## config.mk

```make
export PLATFORM = sky130hd
export DESIGN_NAME = lddc_channel
export DESIGN_NICKNAME = d
export VERILOG_FILES = /design/src/lddc_pkg.sv /design/src/lddc_channel.sv
export SDC_FILE = /design/constraint.sdc
export NUM_CORES = 1
export LEC_CHECK = 0
export ABC_AREA = 1
export BUFFER_PORTS_ARGS = -buffer_cell sky130_fd_sc_hd__buf_2
export CAP_MARGIN = 20
export CELL_PAD_IN_SITES_DETAIL_PLACEMENT = 0
export CELL_PAD_IN_SITES_GLOBAL_PLACEMENT = 2
export CORE_ASPECT_RATIO = 1.75
export CORE_MARGIN = 1.5
export CORE_UTILIZATION = 35
export CTS_CLUSTER_SIZE = 30
export DETAILED_ROUTE_END_ITERATION = 7
export PLACE_DENSITY_LB_ADDON = 0.1
export SETUP_SLACK_MARGIN = 0.05
export SLEW_MARGIN = 20
export SYNTH_ARGS = -nofsm -noshare
export SYNTH_HDL_FRONTEND = slang
export SYNTH_SLANG_ARGS = --single-unit
```

## constraint.sdc

```tcl
create_clock -name CLK -period 6.6 [get_ports CLK]
set_input_delay 1.32 -clock CLK [delete_from_list [all_inputs] [get_ports CLK]]
set_output_delay 1.32 -clock CLK [all_outputs]
set_load 0.01 [all_outputs]
```

## src/lddc_pkg.sv

```systemverilog
`default_nettype none
package lddc_pkg;
   //------------------------------------------------------------
   // Timing
   //------------------------------------------------------------
   localparam int CLK_HZ      = 125_000_000;  // Core clock rate
   localparam int T_TICK_MS   = 1;            // Time base tick
   localparam int TICK_CYC    = CLK_HZ / 1000 * T_TICK_MS;
   localparam int TICK_W      = 17;           // Prescaler width
   localparam int T_THRESHOLD_STEP_BUTTONS_MS   = 3000;         // Level display time
   localparam int T_STEP_MS   = 1000;         // Band sequence step
   localparam int T_RETUNE_MS = 2000;         // Wait before retune
   localparam int T_PULSE_MS  = 125;          // Pulse mode width
   localparam int T_SHORT_MIN = 30;           // Short presence
   localparam int T_LONG_MIN  = 120;          // Long presence
   localparam int T_DB_MS     = 10;           // Button debounce
   localparam int T_SLOT_MS   = 500;          // One flash slot
   localparam int T_FLASH_MS  = 250;          // Lamp on in a slot
   localparam int HOLD_W      = 23;           // Presence counter
   localparam logic [HOLD_W-1:0] SHORT_MS =
      HOLD_W'(T_SHORT_MIN * 60_000);
   localparam logic [HOLD_W-1:0] LONG_MS  =
      HOLD_W'(T_LONG_MIN * 60_000);
   //------------------------------------------------------------
   // Sensitivity and loop
   //------------------------------------------------------------
   localparam logic [3:0]  THRESHOLD_STEP_BUTTONS_MIN   = 4'h1;
   localparam logic [3:0]  THRESHOLD_STEP_BUTTONS_MAX   = 4'h9;
   localparam logic [3:0]  THRESHOLD_STEP_BUTTONS_DEF   = 4'h6;
   localparam logic [15:0] CHANGE_LIM = 16'h09C4;  // 25.00 %
   localparam logic [6:0]  KHZ_MAX    = 7'h63;
   //------------------------------------------------------------
   // Fault codes equal their flash counts
   //------------------------------------------------------------
   localparam logic [1:0] FC_NONE   = 2'h0;
   localparam logic [1:0] FC_OPEN   = 2'h1;
   localparam logic [1:0] FC_SHORT  = 2'h2;
   localparam logic [1:0] FC_CHANGE = 2'h3;
   //------------------------------------------------------------
   // Display codes, digits are 00..09
   //------------------------------------------------------------
   localparam logic [4:0] DC_DASH  = 5'h10;
   localparam logic [4:0] DC_FAULT = 5'h11;
   localparam logic [4:0] DC_SHORT = 5'h12;
   localparam logic [4:0] DC_LONG  = 5'h13;
   localparam logic [4:0] DC_PULSE = 5'h14;
   localparam logic [4:0] DC_CALL  = 5'h15;
   //------------------------------------------------------------
   // Registers
   //------------------------------------------------------------
   localparam logic [3:0] ADR_CONFIG = 4'h0;
   localparam logic [3:0] ADR_STATUS = 4'h1;
   localparam int CF_THRESHOLD_STEP_BUTTONS = 0;   // [3:0]
   localparam int CF_MODE = 4;   // [8:4]
   localparam int CF_BAND = 9;   // [10:9]
   localparam int ST_PRES = 0;
   localparam int ST_FLT  = 1;
   localparam int ST_CODE = 2;   // [3:2]
   localparam int ST_STR  = 4;   // [7:4]
   localparam int ST_RLY  = 8;
   //------------------------------------------------------------
   // Types
   //------------------------------------------------------------
   typedef enum logic [4:0] {
      MODE_SHORT = 5'h01, MODE_LONG = 5'h02, MODE_PULSE = 5'h04,
      MODE_CALL  = 5'h08, MODE_OFF  = 5'h10
   } lddc_mode_e;
   typedef enum logic [3:0] {
      DSP_IDLE = 4'h1, DSP_THRESHOLD_STEP_BUTTONS = 4'h2, DSP_MODE = 4'h4,
      DSP_BAND = 4'h8
   } lddc_disp_e;
   typedef struct packed {
      logic       lvl;   // Debounced level
      logic [3:0] cnt;   // Stable time so far
   } lddc_db_s;
   typedef struct packed {
      logic [TICK_W-1:0] pre;
      lddc_db_s [3:0]    db;
      logic [3:0]        threshold_step_buttons;
      lddc_mode_e        mode;
      logic [1:0]        band;
      lddc_disp_e        disp;
      logic [11:0]       dtim;
      logic [2:0]        bstep;
      logic [1:0]        last_fc;
      logic              chg_wait;
      logic [11:0]       rtim;
      logic [1:0]        slot;
      logic [8:0]        sub;
      logic [HOLD_W-1:0] hold;
      logic              held;
      logic              pres;
      logic [6:0]        ptim;
      logic [31:0]       rdata;
      logic              retune;
      logic              relay;
      logic              vehicle_present_indicator;
      logic              loop_fault_indicator;
      logic              outi;
      logic [4:0]        dcode;
   } lddc_state_s;
endpackage
`default_nettype wire

```

## src/lddc_channel.sv

```systemverilog
`timescale 1ns/1ps
`default_nettype none
module lddc_channel #(
   parameter int TICK_CYC = lddc_pkg::TICK_CYC
) (
   input  wire logic        CLK,
   input  wire logic        RST_N,
   input  wire logic [1:0]  THRESHOLD_STEP_BUTTONS,
   input  wire logic        MODE_BUTTON,
   input  wire logic        OSCILLATOR_BAND_BUTTON,
   input  wire logic [15:0] LOOP_DELTA,
   input  wire logic [6:0]  LOOP_KHZ,
   input  wire logic        LOOP_OPEN,
   input  wire logic        LOOP_SHORT,
   input  wire logic [3:0]  REG_ADDR,
   input  wire logic [31:0] REG_WDATA,
   input  wire logic        REG_WR,
   input  wire logic        REG_RD,
   output logic [31:0]      REG_RDATA,
   output logic             OSC_ENABLE,
   output logic [1:0]       OSC_BAND,
   output logic             RETUNE_REF,
   output logic             RELAY_OUT,
   output logic             VEHICLE_PRESENT_INDICATOR,
   output logic             LOOP_FAULT_INDICATOR,
   output logic             OUT_INDICATOR,
   output logic [4:0]       DISP_CODE
);
   //------------------------------------------------------------
   // Helpers
   //------------------------------------------------------------
   // Debounce one button on the millisecond tick
   function automatic lddc_pkg::lddc_db_s db_step(
      input lddc_pkg::lddc_db_s c, input logic raw, input logic tk);
      lddc_pkg::lddc_db_s r;
      r = c;
      if (raw == c.lvl) begin
         r.cnt = '0;
      end else if (tk) begin
         if (c.cnt == 4'(lddc_pkg::T_DB_MS - 1)) begin
            r.lvl = raw;
            r.cnt = '0;
         end else begin
            r.cnt = c.cnt + 4'h1;
         end
      end
      return r;
   endfunction

   // Threshold in 0.01 % units, doubles per level step down
   function automatic logic [16:0] thresh(input logic [3:0] s);
      return 17'h00001 << (lddc_pkg::THRESHOLD_STEP_BUTTONS_MAX - s);
   endfunction

   // Levels the change stands above the threshold, up to nine
   function automatic logic [3:0] strength(
      input logic [15:0] d, input logic [3:0] s);
      logic [3:0] k;
      k = '0;
      for (int i = 0; i < 9; i++) begin
         if ({16'h0000, d} >= (32'h1 << (9 - int'(s) + i)))
            k = 4'(i + 1);
      end
      return k;
   endfunction

   // Fixed order of the output modes
   function automatic lddc_pkg::lddc_mode_e next_mode(
      input lddc_pkg::lddc_mode_e m);
      unique case (m)
         lddc_pkg::MODE_SHORT: return lddc_pkg::MODE_LONG;
         lddc_pkg::MODE_LONG:  return lddc_pkg::MODE_PULSE;
         lddc_pkg::MODE_PULSE: return lddc_pkg::MODE_CALL;
         lddc_pkg::MODE_CALL:  return lddc_pkg::MODE_OFF;
         default:              return lddc_pkg::MODE_SHORT;
      endcase
   endfunction

   //------------------------------------------------------------
   // State
   //------------------------------------------------------------
   localparam int HOLD_W_L = lddc_pkg::HOLD_W;   // Presence width
   localparam int TICK_W_L = lddc_pkg::TICK_W;   // Prescaler width
   localparam int CF_THRESHOLD_STEP_BUTTONS  = lddc_pkg::CF_THRESHOLD_STEP_BUTTONS;  // Config fields
   localparam int CF_MODE  = lddc_pkg::CF_MODE;
   localparam int CF_BAND  = lddc_pkg::CF_BAND;
   localparam int ST_PRES  = lddc_pkg::ST_PRES;  // Status fields
   localparam int ST_FLT   = lddc_pkg::ST_FLT;
   localparam int ST_CODE  = lddc_pkg::ST_CODE;
   localparam int ST_STR   = lddc_pkg::ST_STR;
   localparam int ST_RLY   = lddc_pkg::ST_RLY;
   lddc_pkg::lddc_state_s q;        // Registered state
   lddc_pkg::lddc_state_s d;        // Next state
   logic                  tick;     // Millisecond strobe
   logic                  osc_on;   // Oscillator running
   logic                  present;  // Vehicle over loop
   logic                  flt_live; // Fault standing now
   logic                  flash;    // Flash lamp phase
   logic [3:0]            str;      // Call strength
   logic [3:0]            press;    // Debounced press events
   logic [6:0]            khz;      // Clamped loop frequency
   logic [HOLD_W_L-1:0]   lim;      // Presence limit

   //------------------------------------------------------------
   // Next state
   //------------------------------------------------------------
   // Whole channel control in one combinational pass
   always_comb begin
      d = q;
      d.retune = 1'b0;
      d.rdata  = '0;
      tick = (q.pre == TICK_W_L'(TICK_CYC - 1));
      d.pre = tick ? '0 : q.pre + 1'b1;
      // Button filters
      d.db[0] = db_step(q.db[0], THRESHOLD_STEP_BUTTONS[0], tick);
      d.db[1] = db_step(q.db[1], THRESHOLD_STEP_BUTTONS[1], tick);
      d.db[2] = db_step(q.db[2], MODE_BUTTON, tick);
      d.db[3] = db_step(q.db[3], OSCILLATOR_BAND_BUTTON, tick);
      for (int i = 0; i < 4; i++) begin
         press[i] = d.db[i].lvl & ~q.db[i].lvl;
      end
      // Loop state, all per channel
      osc_on   = (q.mode != lddc_pkg::MODE_OFF);
      flt_live = osc_on & (LOOP_OPEN | LOOP_SHORT | q.chg_wait);
      present  = osc_on & ~flt_live &
                 ({1'b0, LOOP_DELTA} >= thresh(q.threshold_step_buttons));
      str      = present ? strength(LOOP_DELTA, q.threshold_step_buttons) : 4'h0;
      khz      = (LOOP_KHZ > lddc_pkg::KHZ_MAX) ?
                 lddc_pkg::KHZ_MAX : LOOP_KHZ;
      // Fault capture; a retune cycle still shows the stale delta
      if (osc_on & LOOP_OPEN) begin
         d.last_fc = lddc_pkg::FC_OPEN;
      end else if (osc_on & LOOP_SHORT) begin
         d.last_fc = lddc_pkg::FC_SHORT;
      end else if (osc_on & ~q.chg_wait & ~q.retune &
                   (LOOP_DELTA >= lddc_pkg::CHANGE_LIM)) begin
         d.last_fc  = lddc_pkg::FC_CHANGE;
         d.chg_wait = 1'b1;
         d.rtim     = 12'(lddc_pkg::T_RETUNE_MS);
      end
      // Retune after the jump fault wait
      if (q.chg_wait & tick) begin
         if (q.rtim == 12'h001) begin
            d.chg_wait = 1'b0;
            d.retune   = 1'b1;
         end
         d.rtim = q.rtim - 12'h001;
      end
      // Flash slots, code count flashes per cycle of slots
      if (tick) begin
         if (q.sub == 9'(lddc_pkg::T_SLOT_MS - 1)) begin
            d.sub  = '0;
            d.slot = q.slot + 2'h1;
         end else begin
            d.sub = q.sub + 9'h001;
         end
      end
      flash = ({1'b0, q.slot} < {1'b0, q.last_fc}) &
              (q.sub < 9'(lddc_pkg::T_FLASH_MS));
      // Display timer
      if (q.disp != lddc_pkg::DSP_IDLE && tick) begin
         if (q.dtim == 12'h001) begin
            if (q.disp == lddc_pkg::DSP_BAND && q.bstep != 3'h4) begin
               d.bstep = q.bstep + 3'h1;
               d.dtim  = 12'(lddc_pkg::T_STEP_MS);
            end else begin
               d.disp = lddc_pkg::DSP_IDLE;
            end
         end else begin
            d.dtim = q.dtim - 12'h001;
         end
      end
      // Sensitivity buttons
      if (press[0] | press[1]) begin
         if (present | q.disp == lddc_pkg::DSP_THRESHOLD_STEP_BUTTONS) begin
            if (press[0] & q.threshold_step_buttons != lddc_pkg::THRESHOLD_STEP_BUTTONS_MAX)
               d.threshold_step_buttons = q.threshold_step_buttons + 4'h1;
            else if (press[1] & q.threshold_step_buttons != lddc_pkg::THRESHOLD_STEP_BUTTONS_MIN)
               d.threshold_step_buttons = q.threshold_step_buttons - 4'h1;
         end
         if (!present) begin
            d.disp = lddc_pkg::DSP_THRESHOLD_STEP_BUTTONS;
            d.dtim = 12'(lddc_pkg::T_THRESHOLD_STEP_BUTTONS_MS);
         end
      end
      // Mode button, first press shows, next press steps
      if (press[2]) begin
         if (q.disp == lddc_pkg::DSP_MODE)
            d.mode = next_mode(q.mode);
         d.disp = lddc_pkg::DSP_MODE;
         d.dtim = 12'(lddc_pkg::T_THRESHOLD_STEP_BUTTONS_MS);
      end
      // Band button, first press shows, next press steps
      if (press[3]) begin
         if (q.disp == lddc_pkg::DSP_BAND)
            d.band = q.band + 2'h1;
         d.disp  = lddc_pkg::DSP_BAND;
         d.bstep = 3'h0;
         d.dtim  = 12'(lddc_pkg::T_STEP_MS);
      end
      // Register write, bus wins over the panel
      if (REG_WR && REG_ADDR == lddc_pkg::ADR_CONFIG) begin
         if (REG_WDATA[CF_THRESHOLD_STEP_BUTTONS+:4] >= lddc_pkg::THRESHOLD_STEP_BUTTONS_MIN &&
             REG_WDATA[CF_THRESHOLD_STEP_BUTTONS+:4] <= lddc_pkg::THRESHOLD_STEP_BUTTONS_MAX)
            d.threshold_step_buttons = REG_WDATA[CF_THRESHOLD_STEP_BUTTONS+:4];
         unique case (REG_WDATA[CF_MODE+:5])
            lddc_pkg::MODE_SHORT, lddc_pkg::MODE_LONG,
            lddc_pkg::MODE_PULSE, lddc_pkg::MODE_CALL,
            lddc_pkg::MODE_OFF:
               d.mode = lddc_pkg::lddc_mode_e'(REG_WDATA[CF_MODE+:5]);
            default: d.mode = d.mode;
         endcase
         d.band = REG_WDATA[CF_BAND+:2];
      end
      // Register read, data in the following cycle only
      if (REG_RD) begin
         if (REG_ADDR == lddc_pkg::ADR_CONFIG) begin
            d.rdata[CF_THRESHOLD_STEP_BUTTONS+:4] = q.threshold_step_buttons;
            d.rdata[CF_MODE+:5] = q.mode;
            d.rdata[CF_BAND+:2] = q.band;
         end else if (REG_ADDR == lddc_pkg::ADR_STATUS) begin
            d.rdata[ST_PRES]   = present;
            d.rdata[ST_FLT]    = flt_live;
            d.rdata[ST_CODE+:2] = q.last_fc;
            d.rdata[ST_STR+:4] = str;
            d.rdata[ST_RLY]    = q.relay;
         end
      end
      // Presence hold limit
      lim = (q.mode == lddc_pkg::MODE_LONG) ?
            lddc_pkg::LONG_MS : lddc_pkg::SHORT_MS;
      d.pres = present;
      if (!present) begin
         d.hold = '0;
         d.held = 1'b0;
      end else if (tick & ~q.held) begin
         d.hold = q.hold + 1'b1;
         if (q.hold == lim - 1'b1)
            d.held = 1'b1;
      end
      // Pulse on each vehicle arrival
      if (present & ~q.pres) begin
         d.ptim = 7'(lddc_pkg::T_PULSE_MS);
      end else if (tick && q.ptim != 7'h00) begin
         d.ptim = q.ptim - 7'h01;
      end
      // Output relay by mode, fail-safe call on fault in short and long modes only
      unique case (q.mode)
         lddc_pkg::MODE_OFF:   d.relay = 1'b0;
         lddc_pkg::MODE_CALL:  d.relay = 1'b1;
         lddc_pkg::MODE_PULSE: d.relay = (q.ptim != 7'h00);
         default:              d.relay = flt_live |
                                         (present & ~q.held);
      endcase
      // Indicators
      d.vehicle_present_indicator  = present;
      d.loop_fault_indicator  = flash;
      d.outi = flt_live ? flash : q.relay;
      // Display code
      if (flt_live) begin
         d.dcode = lddc_pkg::DC_FAULT;
      end else begin
         unique case (q.disp)
            lddc_pkg::DSP_THRESHOLD_STEP_BUTTONS: d.dcode = {1'b0, q.threshold_step_buttons};
            lddc_pkg::DSP_MODE: begin
               unique case (q.mode)
                  lddc_pkg::MODE_SHORT: d.dcode = lddc_pkg::DC_SHORT;
                  lddc_pkg::MODE_LONG:  d.dcode = lddc_pkg::DC_LONG;
                  lddc_pkg::MODE_PULSE: d.dcode = lddc_pkg::DC_PULSE;
                  lddc_pkg::MODE_CALL:  d.dcode = lddc_pkg::DC_CALL;
                  default:              d.dcode = lddc_pkg::DC_DASH;
               endcase
            end
            lddc_pkg::DSP_BAND: begin
               unique case (q.bstep)
                  3'h0:    d.dcode = {3'h0, q.band} + 5'h01;
                  3'h2:    d.dcode = 5'(khz / 7'h0A);
                  3'h3:    d.dcode = 5'(khz % 7'h0A);
                  default: d.dcode = lddc_pkg::DC_DASH;
               endcase
            end
            default: d.dcode = {1'b0, str};
         endcase
      end
   end

   //------------------------------------------------------------
   // Registers
   //------------------------------------------------------------
   // Reset to factory settings
   always_ff @(posedge CLK or negedge RST_N) begin
      if (!RST_N) begin
         q      <= '0;
         q.threshold_step_buttons <= lddc_pkg::THRESHOLD_STEP_BUTTONS_DEF;
         q.mode <= lddc_pkg::MODE_SHORT;
         q.disp <= lddc_pkg::DSP_IDLE;
      end else begin
         q <= d;
      end
   end

   // Outputs straight from flip-flops, except OSC_ENABLE decoded from the mode register
   assign REG_RDATA                 = q.rdata;
   assign OSC_ENABLE                = (q.mode != lddc_pkg::MODE_OFF);
   assign OSC_BAND                  = q.band;
   assign RETUNE_REF                = q.retune;
   assign RELAY_OUT                 = q.relay;
   assign VEHICLE_PRESENT_INDICATOR = q.vehicle_present_indicator;
   assign LOOP_FAULT_INDICATOR      = q.loop_fault_indicator;
   assign OUT_INDICATOR             = q.outi;
   assign DISP_CODE                 = q.dcode;
endmodule
`default_nettype wire

```

==> impl_metrics.env <==
export IMPL_ir_drop_uv=164.1
export IMPL_diodes=0
export IMPL_ys_async_sr_fraction_pct=100.0
export IMPL_rows=97
export IMPL_tns_ns=0
export IMPL_worstSetupEndpointType="register"
export IMPL_synth_edff_count=0
export IMPL_yosys_top_cells_count="nand2_1 (409), inv_1 (233), nor2_1 (231)"
export IMPL_worst_pin_slew_ns=0.8686
export IMPL_ctsLongestPathBuffers=2
export IMPL_grtUsageTotal_pct=22.98
export IMPL_grt_first_pass_wirelength_mm=74.03
export IMPL_whs_ns=0.4639
export IMPL_cts_hold_buf=0
export IMPL_drive_gt1_share_pct=9.000
export IMPL_avgSynthCellArea_sq_um=7.063
export IMPL_io_buffers=71
export IMPL_synthesis_area_sq_um=14240
export IMPL_synth_top_family_by_area="simple AND/OR/NAND/NOR gates"
export IMPL_grt_overflow_total=0
export IMPL_synth_area_leaders="dfrtp_1 (25%), ha_1 (18%), nand2_1 (11%)"
export IMPL_crit_arrival_ns=5.88
export IMPL_cts_root_buf="clkbuf_16"
export IMPL_antenna_found_initial=0
export IMPL_grt_max_degree=66
export IMPL_drtPass1Iterations=5
export IMPL_drc=0
export IMPL_ys_flop_type="dfrtp_1"
export IMPL_clock_fmax_mhz=180.9
export IMPL_finalCritPeriodShare_pct=83.78
export IMPL_status="finished clean"
export IMPL_ant_nets=0
export IMPL_hold_viol_final=0
export IMPL_numCtsBuffers=17
export IMPL_worst_setup_path_start_kind="register"
export IMPL_synthXorXnorAreaFrac_pct=3.119
export IMPL_fillers=4373
export IMPL_core_sq_um=40050
export IMPL_hpwl_mm=37.57
export IMPL_drt_iter0_drc=698
export IMPL_ys_seq_area_share_pct=25.52
export IMPL_dieArea_sq_um=41950
export IMPL_clk_latency_ns=0.43
export IMPL_post_cts_buffers=0
export IMPL_ios=114
export IMPL_synth_top_area_share_pct=24.78
export IMPL_finalSetupViolCount=0
export IMPL_die_width_um=155.5
export IMPL_grt_pass1_vias=13770
export IMPL_cts_tree="built"
export IMPL_drt_wl_total_mm=47.51
export IMPL_worstPathRequired_ns=6.95
export IMPL_synth_warnings=0
export IMPL_finClkSkew_ns=0.009209
export IMPL_power_density_nw_per_um2=227.8
export IMPL_cts_resized_gates=0
export IMPL_synth_mux_area_share_pct=0.2987
export IMPL_start_util_pct=35.55
export IMPL_synth_simple_gate_area_share_pct=30.18
export IMPL_rsz0062_at_grt="false"
export IMPL_syn_inst=2016
export IMPL_wl_per_cell_um=18.39
export IMPL_synthToLayoutAreaGrowth_pct=9.797
export IMPL_clk_pin_slew_ns=0.07
export IMPL_post_drt_via_cell_ratio=5.283
export IMPL_layout_nets=2350
export IMPL_leakage_nw=7.156
export IMPL_drv_cap=0
export IMPL_cts_max_level=4
export IMPL_synth_adder_area_share_pct=18.01
export IMPL_relSlewSlack_pct=42.10
export IMPL_fin_crit_ns=5.529
export IMPL_holdCritPathClass="reg -> reg"
export IMPL_slew_violations=0
export IMPL_crit_type="reg -> reg"
export IMPL_ys_ff_latch=145
export IMPL_crit_path_max_fanout=16
export IMPL_finalWeightedCongestion=0.8518
export IMPL_synth_most_common_cell="nand2_1"
export IMPL_via_count=13650
export IMPL_cts_sinks=145
export IMPL_synth_largest_area_cell="dfrtp_1"
export IMPL_finish_utilization_pct=39.04
export IMPL_synth_distinct_cells=68
export IMPL_synth_compound_area_share_pct=13.21
export IMPL_dieHeight_um=269.8
metal layers:
metal  vias to the layer above  track usage, %  share of wire [%]
li1                       6885               -                  -
met1                      6471           23.71                 38
met2                       215           45.39                 55
met3                        81           2.182                2.2
met4                         0           10.65                4.6
met5                         -               0                  0
cell usage in the layout, fill, tap and decap left out, types with 5 or more instances in the layout:
cell and count:
a211oi_1 12, a21oi_1 136, a31oi_1 9, buf_2 70
buf_4 21, clkbuf_16 17, clkinvlp_4 5, conb_1 21
dfrtp_1 141, ha_1 205, inv_1 233, inv_2 15
nand2_1 409, nand2_2 7, nand2_4 6, nand3_1 108
nand4_1 81, nor2_1 231, nor2_2 6, nor3_1 54
nor4_1 30, o211ai_1 10, o21a_1 11, o21ai_0 95
o21ai_1 11, o22ai_1 10, o31ai_1 5, xnor2_1 8
xor2_1 39
worst max-delay path: stages, from the launching register on:
cell	delay, ns
dfstp_2	0.58
inv_1	0.20
ha_1	0.36
ha_1	0.36
buf_4	0.25
ha_1	0.34
inv_1	0.06
nor2_1	0.12
xnor2_1	0.17
nand2_1	0.11
nor2_1	0.46
nand2_1	0.12
ha_1	0.30
nand2_1	0.06
inv_1	0.03
o21ai_0	0.13
a21oi_1	0.08
a2111oi_0	0.46
nand2_1	0.10
o21ai_0	0.45
and2_1	0.23
nand2_1	0.06
nand2_1	0.10
nand2_1	0.08
nand2_1	0.06
nand2_1	0.05
a21oi_1	0.11
cells by family after synthesis:
family	after synthesis
muxes	4
AOI/OAI and AO/OA	330
other	1
adders and majority gates	205
buffers and inverters	324
and+or+nand+nor	958
xor gates and xnor gates	49
DFF	145
area by class of cell:
class	instances	area, sq um	area share (%)
Clock buffer	19	442.9	2.833
Multi-Input combinational cell	1567	9309	59.54
Tap cell	495	619.3	3.961
Timing Repair Buffer	92	519.2	3.321
Sequential cell	145	3633	23.24
Clock inverter	13	160.2	1.024
Inverter	253	950.9	6.082
worst paths after layout:
| path | start | endpoint | slack (ns) | cells after the start |
|---|---|---|---|---|
| worst max register to register | q[128] | DISP_CODE[1] | 1.07 | 26 |
| worst max-delay path | q[128] | DISP_CODE[1] | 1.07 | 26 |
| worst min register to register | q[150] | q[150] | 0.46 | 1 |
| max in group asynchronous | RST_N | q[70] | 4.69 | 2 |
| min in group asynchronous | RST_N | q[94] | 0.74 | 1 |
| worst min-delay path | q[150] | q[150] | 0.46 | 1 |
where the power goes:
group / switching [W] / leakage (nW) / internal [W]
Clock: 0.000394 / 0.282 / 0.000604
Sequential: 0.0000181 / 1.83 / 0.000910
Combinational: 0.00118 / 5.04 / 0.000452
Total: 0.00159 / 7.16 / 0.00197
stage by stage:
step | power [W] | setup WS, ns | cell area [sq um] | instances
final | 0.003561 | 1.071 | 15640 | 2584
after global routing | 0.003824 | 0.5135 | 15640 | 2584
after CTS | 0.003594 | 0.9892 | 15640 | 2584
after detailed placement | 0.002571 | 1.037 | 15030 | 2552
after global placement | 0.002561 | 1.036 | 15030 | 2552
after floorplan | 0.002045 | 1.849 | 14320 | 2036
registers in the layout, summed over array words and instances, names as in the netlist:
name,flops
OUT_INDICATOR,1
OSC_BAND,2
q,122
REG_RDATA,11
RELAY_OUT,1
DISP_CODE,5
RETUNE_REF,1
LOOP_FAULT_INDICATOR,1
VEHICLE_PRESENT_INDICATOR,1
Power figures use the tool's default switching activity.
